**config.mk**
```make
export PLATFORM = sky130hd
export DESIGN_NAME = smlu_mac_long
export DESIGN_NICKNAME = d
export VERILOG_FILES = /design/src/hw/smlu_pkg.sv /design/src/hw/smlu_mac_long.sv /design/src/hw/smlu_half_mul.sv
export VERILOG_INCLUDE_DIRS = /design/src /design/src/hw
export SDC_FILE = /design/constraint.sdc
export NUM_CORES = 2
export LEC_CHECK = 0
export BUFFER_PORTS_ARGS = -buffer_cell sky130_fd_sc_hd__buf_2
export CAP_MARGIN = 20
export CORE_MARGIN = 2
export CORE_UTILIZATION = 67
export CTS_CLUSTER_SIZE = 28
export DETAILED_ROUTE_END_ITERATION = 16
export PLACE_DENSITY = 0.88
export SLEW_MARGIN = 40
export SYNTH_ARGS = -nofsm -noshare
export SYNTH_HDL_FRONTEND = slang
export SYNTH_SLANG_ARGS = --single-unit
```
**constraint.sdc**
```tcl
create_clock -name clk_sys_i -period 1.6 [get_ports clk_sys_i]
set_input_delay 0.08 -clock clk_sys_i [delete_from_list [all_inputs] [get_ports clk_sys_i]]
set_output_delay 0.08 -clock clk_sys_i [all_outputs]
set_load 0.02 [all_outputs]
```
**src/hw/smlu_defines.svh**
```systemverilog
`ifndef SMLU_DEFINES_SVH
`define SMLU_DEFINES_SVH

`define SMLU_WORD_W   32
`define SMLU_HALF_W   16
`define SMLU_ACC_W    64
`define SMLU_HALF_LO  0
`define SMLU_HALF_HI  16
`define SMLU_OP_W     3
`define SMLU_ACC_RST  64'h0000_0000_0000_0000

`endif

```
**src/hw/smlu_pkg.sv**
```systemverilog
`default_nettype none
`include "smlu_defines.svh"

package smlu_pkg;

  typedef enum logic [2:0] {
    signed_word_mac_long            = 3'h0,
    halfword_mac_long_bottom_bottom = 3'h1,
    halfword_mac_long_bottom_top    = 3'h2,
    halfword_mac_long_top_bottom    = 3'h3,
    halfword_mac_long_top_top       = 3'h4,
    dual_halfword_mac_long          = 3'h5,
    dual_halfword_mac_long_crossed  = 3'h6
  } smlu_op_t;

  typedef enum logic [0:0] {
    SMLU_IDLE = 1'b0,
    SMLU_DONE = 1'b1
  } smlu_state_t;

endpackage : smlu_pkg

`default_nettype wire

```
**src/hw/smlu_mac_long.sv**
```systemverilog
`default_nettype none
`include "smlu_defines.svh"

// Operation
// - word form: signed 32x32 product plus 64-bit accumulator, returned as 64 bits
// - result split: low word to acc_low_reg, upper word to acc_high_reg
// - halfword forms: first selector picks bits 15:0 for bottom, 31:16 for top
// - halfword forms: second selector picks bits 15:0 for bottom, 31:16 for top
// - halfword forms: signed 16x16 product sign-extended to 64 bits, then accumulated
// - halfword forms: unselected halfwords have no effect on the result
// - uncrossed dual: signed halfword pairs, top times top and bottom times bottom
// - crossed dual: first bottom times second top, first top times second bottom
module smlu_mac_long
  import smlu_pkg::*;
(
  input  wire logic                    clk_sys_i,
  input  wire logic                    rst_n_i,
  input  wire logic                    start_i,
  input  wire smlu_op_t                op_i,
  input  wire logic [`SMLU_WORD_W-1:0] first_operand_reg_i,
  input  wire logic [`SMLU_WORD_W-1:0] second_operand_reg_i,
  input  wire logic [`SMLU_WORD_W-1:0] acc_low_reg_i,
  input  wire logic [`SMLU_WORD_W-1:0] acc_high_reg_i,
  output logic                         done_o,
  output logic                         op_error_o,
  output logic [`SMLU_WORD_W-1:0]      acc_low_reg_o,
  output logic [`SMLU_WORD_W-1:0]      acc_high_reg_o
);

  smlu_state_t                     state_q;
  smlu_state_t                     state_d;
  logic [`SMLU_ACC_W-1:0]          res_q;
  logic [`SMLU_ACC_W-1:0]          res_d;
  logic                            err_q;
  logic                            err_d;
  logic                            op_legal;
  logic                            word_form;

  logic signed [`SMLU_HALF_W-1:0]  n_lo;
  logic signed [`SMLU_HALF_W-1:0]  n_hi;
  logic signed [`SMLU_HALF_W-1:0]  m_lo;
  logic signed [`SMLU_HALF_W-1:0]  m_hi;
  logic signed [`SMLU_HALF_W-1:0]  a0;
  logic signed [`SMLU_HALF_W-1:0]  b0;
  logic signed [`SMLU_HALF_W-1:0]  a1;
  logic signed [`SMLU_HALF_W-1:0]  b1;
  logic                            en0;
  logic                            en1;
  logic signed [`SMLU_ACC_W-1:0]   p0;
  logic signed [`SMLU_ACC_W-1:0]   p1;
  logic signed [`SMLU_ACC_W-1:0]   word_prod;
  logic [`SMLU_ACC_W-1:0]          acc_in;
  logic [`SMLU_ACC_W-1:0]          sum;

  // halfword split of both operands
  always_comb begin
    n_lo   = first_operand_reg_i[`SMLU_HALF_LO +: `SMLU_HALF_W];
    n_hi   = first_operand_reg_i[`SMLU_HALF_HI +: `SMLU_HALF_W];
    m_lo   = second_operand_reg_i[`SMLU_HALF_LO +: `SMLU_HALF_W];
    m_hi   = second_operand_reg_i[`SMLU_HALF_HI +: `SMLU_HALF_W];
    acc_in = {acc_high_reg_i, acc_low_reg_i};
  end

  // op decode; code 7 is the only one outside the set
  always_comb begin
    op_legal  = 1'b1;
    word_form = 1'b0;
    unique case (op_i)
      signed_word_mac_long: begin
        word_form = 1'b1;
      end
      halfword_mac_long_bottom_bottom,
      halfword_mac_long_bottom_top,
      halfword_mac_long_top_bottom,
      halfword_mac_long_top_top,
      dual_halfword_mac_long,
      dual_halfword_mac_long_crossed: begin
        word_form = 1'b0;
      end
      default: begin
        op_legal = 1'b0;
      end
    endcase
  end

  // every halfword and dual form names its halfwords, so an unselected half never reaches a live lane
  always_comb begin
    a0  = n_lo;
    b0  = m_lo;
    a1  = n_hi;
    b1  = m_hi;
    en0 = 1'b0;
    en1 = 1'b0;
    unique case (op_i)
      signed_word_mac_long: begin
        en0 = 1'b0;
        en1 = 1'b0;
      end
      halfword_mac_long_bottom_bottom: begin
        a0  = n_lo;
        b0  = m_lo;
        en0 = 1'b1;
      end
      halfword_mac_long_bottom_top: begin
        a0  = n_lo;
        b0  = m_hi;
        en0 = 1'b1;
      end
      halfword_mac_long_top_bottom: begin
        a0  = n_hi;
        b0  = m_lo;
        en0 = 1'b1;
      end
      halfword_mac_long_top_top: begin
        a0  = n_hi;
        b0  = m_hi;
        en0 = 1'b1;
      end
      dual_halfword_mac_long: begin
        a0  = n_hi;
        b0  = m_hi;
        a1  = n_lo;
        b1  = m_lo;
        en0 = 1'b1;
        en1 = 1'b1;
      end
      dual_halfword_mac_long_crossed: begin
        a0  = n_lo;
        b0  = m_hi;
        a1  = n_hi;
        b1  = m_lo;
        en0 = 1'b1;
        en1 = 1'b1;
      end
      default: begin
        en0 = 1'b0;
        en1 = 1'b0;
      end
    endcase
  end

  // second lane only used by the dual forms; halfword forms leave it off through the en1 default of 0
  smlu_half_mul u_lane0 (
    .a_i    (a0),
    .b_i    (b0),
    .en_i   (en0),
    .prod_o (p0)
  );

  smlu_half_mul u_lane1 (
    .a_i    (a1),
    .b_i    (b1),
    .en_i   (en1),
    .prod_o (p1)
  );

  // word form uses the full 32x32 product; both lanes stay gated off for it
  always_comb begin
    word_prod = $signed(first_operand_reg_i) * $signed(second_operand_reg_i);
  end

  // plain 64-bit add: carries out of bit 63 are dropped, never saturated
  always_comb begin
    if (word_form) begin
      sum = acc_in + word_prod;
    end else begin
      sum = acc_in + p0 + p1;
    end
  end

  // status group: one-cycle latency, a new start may follow every cycle
  always_comb begin
    state_d = state_q;
    err_d   = err_q;
    unique case (state_q)
      SMLU_IDLE,
      SMLU_DONE: begin
        if (start_i) begin
          state_d = SMLU_DONE;
          err_d   = ~op_legal;
        end else begin
          state_d = SMLU_IDLE;
          err_d   = 1'b0;
        end
      end
    endcase
  end

  always_ff @(posedge clk_sys_i or negedge rst_n_i) begin
    if (!rst_n_i) begin
      state_q <= SMLU_IDLE;
      err_q   <= 1'b0;
    end else begin
      state_q <= state_d;
      err_q   <= err_d;
    end
  end

  // result group: holds between requests so the core may pick it up late
  always_comb begin
    res_d = res_q;
    if (start_i) begin
      // illegal code keeps the accumulator unchanged rather than guessing
      res_d = op_legal ? sum : acc_in;
    end
  end

  always_ff @(posedge clk_sys_i or negedge rst_n_i) begin
    if (!rst_n_i) begin
      res_q <= `SMLU_ACC_RST;
    end else begin
      res_q <= res_d;
    end
  end

  always_comb begin
    done_o         = (state_q == SMLU_DONE);
    op_error_o     = err_q;
    acc_low_reg_o  = res_q[`SMLU_WORD_W-1:0];
    acc_high_reg_o = res_q[`SMLU_ACC_W-1:`SMLU_WORD_W];
  end

endmodule : smlu_mac_long

`default_nettype wire

```
**src/hw/smlu_half_mul.sv**
```systemverilog
`default_nettype none
`include "smlu_defines.svh"

// signed 16x16 multiplier, product sign-extended to the accumulator width
module smlu_half_mul (
  input  wire logic signed [`SMLU_HALF_W-1:0] a_i,
  input  wire logic signed [`SMLU_HALF_W-1:0] b_i,
  input  wire logic                           en_i,
  output logic signed [`SMLU_ACC_W-1:0]       prod_o
);

  logic signed [`SMLU_WORD_W-1:0] prod32;

  always_comb begin
    prod32 = a_i * b_i;
    // gated so an unused lane adds nothing
    prod_o = en_i ? `SMLU_ACC_W'(prod32) : '0;
  end

endmodule : smlu_half_mul

`default_nettype wire

```
==> metrics.yaml <==
die:
  die_h_um: 323
  die_w_um: 323
  io_pins: 200
  die-area_um2: 105000
  rows: 117
  initial_utilization_pct: 67.4
  coreArea_um2: 101000
timing:
  slew_viol_final: 0
  hold_ws_ns: 0.00970
  tns_ns: -438.37
  rsz0062_at_grt: "yes"
  skew_ns: 0
  tightestPinTransition_ns: 0.791
  fin_crit_ns: 9.56
  setup_viol: 64
  worst_slack_ns: -7.96
  fmax_mhz: 105
  fin_crit_sh_pct: 598
  hold_viol: 0
  maxSlewHeadroom_pct: 47.3
synthesis:
  yosys_warnings: 0
  synth_ff_type: "dfrtp_1"
  avgSynthCellArea_um2: 8.87
  ys_types: 79
  synthCells: 7704
  synth_area_um2: 68300
  yosysSeqAreaShare_pct: 2.42
  synth-edff-count: 0
  synth_fp_nets: 10080
  synth-seq-cells: 66
  async_flop_share_pct: 100
global_routing:
  grt_pass1_wl_um: 401000
  grt_use_total_pct: 52.7
  antenna_found_initial: 16
  overflow: 0
  grt_max_degree: 86
  grt_pass1_vias: 68771
worst_setup_path:
  cp-end-kind: "flip-flop"
  rr_worst_depth: 4
  setup.worst_path.start_class: "primary input"
  setup.worst_path.start: "op_i[1]"
  rr_startpoint: "res_q[60]"
  cp_slowest_cell: "fa_1"
  crit_type: "primary input to flip-flop"
  cp.arrival_ns: 9.84
  crit_top_cell: "fa_1"
  max_stage_delay_ns: 0.59
  cp_max_fo: 7
  cp.required_ns: 1.88
run_status:
  violations: "negative setup slack"
  status: "finished with violations"
cts:
  cts.clk_slew.worst_paths_ns: 0.07
  root_buffer: "clkbuf_16"
  clockBufferDepth: 2
  h-tree-depth: 3
  cts_tree: "done"
  clk_latency_ns: 0.35
  cts_sinks: 66
  cts_buffers: 9
cells_and_area:
  nNetsFinal: 11218
  area_growth_pct: 24.3
  drive_gt1_share_pct: 24.5
  post-route-util_pct: 83.7
  fill_cells: 5392
routing:
  avgViaCountPerCell: 6.29
  drt_iter0_markers: 7878
  drcViolationCount: 0
  firstDrtPassIters: 10
  drt-total-wl_um: 280000
  vias: 64284
  post_drt_wl_per_cell_um: 27.4
  ant_nets: 0
placed_design:
  dp_slack_ns: -8.48
  port_buffers: 199
  dpl.hpwl_um: 220000
  gp_congestion: 1.04
worst_hold_path:
  hp-start: "acc_high_reg_i[4]"
  hp-class: "primary input to flip-flop"
  whs_path_depth: 3
job:
  drv_cap: 0
==> cell type report <==
cell class	instances	area, um^2	share of cell area [%]
Antenna cell	9	22.5	0.0265
Clock buffer	10	239	0.281
Clock inverter	6	138	0.162
Inverter	1772	6650	7.83
Multi-Input combinational cell	5461	62100	73.1
Sequential cell	66	1650	1.94
Tap cell	1368	1710	2.02
Timing Repair Buffer	1532	12400	14.6
==> synth_stat cells, drive strengths merged, types with 20 or more instances <==
library cell / count / area [um^2]
a211oi: 41 / 308
nor2: 397 / 1490
clkbuf: 380 / 1430
nand2b: 60 / 375
and2: 198 / 1240
a21o: 123 / 925
a21oi: 214 / 1070
o21bai: 37 / 289
buf: 27 / 129
o211ai: 52 / 400
nor3: 38 / 190
nand4: 36 / 225
dfrtp: 66 / 1650
nand3: 57 / 285
o21ai: 150 / 766
ha: 476 / 5960
mux2: 46 / 518
nand2: 1259 / 4730
fa: 1766 / 35400
mux2i: 63 / 631
xor2: 76 / 666
inv: 1771 / 6650
o22ai: 21 / 131
xnor2: 150 / 1310
and3: 20 / 125
==> per-layer routing <==
layer  wire length [um]  part of all wire [%]  GRT usage, %
met5                 85                 0.030          1.25
met2             123000                    44          79.9
met4              40000                    14          53.2
met3              35600                    13          17.9
met1              81300                    29          56.5
==> timing repair <==
item / in CTS / in global routing
pin swaps: 38 / 270
hold buffers: 2 / 0
setup endpoints to repair: 64 / 65
setup buffers: 23 / 88
cloned: 3 / 4
resized for setup: 153 / 514
endpoints found under the hold margin: 67 / 0
==> cells by family (layout without fill, tap and decap cells) <==
logic type	count (synthesis)	in the layout	share of synthesized area [%]
buffers and inverters	2179	3320	12.0
AND/OR/NAND/NOR	2116	2118	13.2
multiplexers	109	109	1.68
flip-flops	66	66	2.42
XOR/XNOR	227	227	2.93
AO/OA/AOI/OAI	765	765	7.32
adder cells (fa/ha/maj)	2242	2242	60.5
other	0	9	0
==> sequential cells by signal (all words and copies together), names as in the netlist <==
| signal | flops |
|---|---|
| done_o | 1 |
| op_error_o | 1 |
| res_q | 64 |
==> path summary, 6_finish.rpt <==
| check | to | slack, ns |
|---|---|---|
| setup / recovery | res_q[57] | -7.96 |
| hold / removal | res_q[36] | 0.01 |
| setup reg to reg | res_q[60] | 0.26 |
| hold reg to reg | res_q[31] | 0.51 |
| max in group asynchronous | res_q[1] | 0.94 |
| min in group asynchronous | res_q[55] | 0.30 |
==> cells in the final DEF (no fill, tap or decap), types with 44 or more instances in the layout <==
| master | Yosys | layout |
|---|---|---|
| dfrtp_1 | 66 | 66 |
| and2_1 | 198 | 193 |
| ha_4 | 0 | 75 |
| buf_12 | 0 | 79 |
| nor2_1 | 396 | 337 |
| buf_2 | 13 | 194 |
| nand3_1 | 57 | 44 |
| nand2b_1 | 60 | 60 |
| ha_1 | 476 | 390 |
| o21ai_0 | 140 | 79 |
| nand2_1 | 1259 | 1202 |
| fa_1 | 1766 | 1737 |
| xor2_1 | 76 | 69 |
| inv_1 | 1771 | 1730 |
| a21o_1 | 122 | 122 |
| a21oi_1 | 213 | 141 |
| o211ai_1 | 50 | 50 |
| buf_6 | 0 | 73 |
| a21oi_2 | 1 | 56 |
| buf_4 | 3 | 1174 |
| xnor2_1 | 150 | 123 |
==> worst max-delay path: cells and delay by family <==
| family | cells | cell delay [ns] |
|---|---|---|
| adders and majority gates | 9 | 3.75 |
| AOI/OAI and AO/OA | 14 | 2.56 |
| buffers and inverters | 13 | 1.76 |
| and+or+nand+nor | 7 | 0.98 |
| xor gates and xnor gates | 2 | 0.35 |
| muxes | 1 | 0.30 |
==> metrics by stage <==
step                      area, um^2  std cells
final                          84900      10224
after global routing           84900      10218
after CTS                      81900      10135
after detailed placement       80500      10091
after global placement         80500      10091
after floorplan                69700       7704
Power is not shown: default switching activity piles up to over one toggle a cycle in this logic, so the estimate is an artifact.
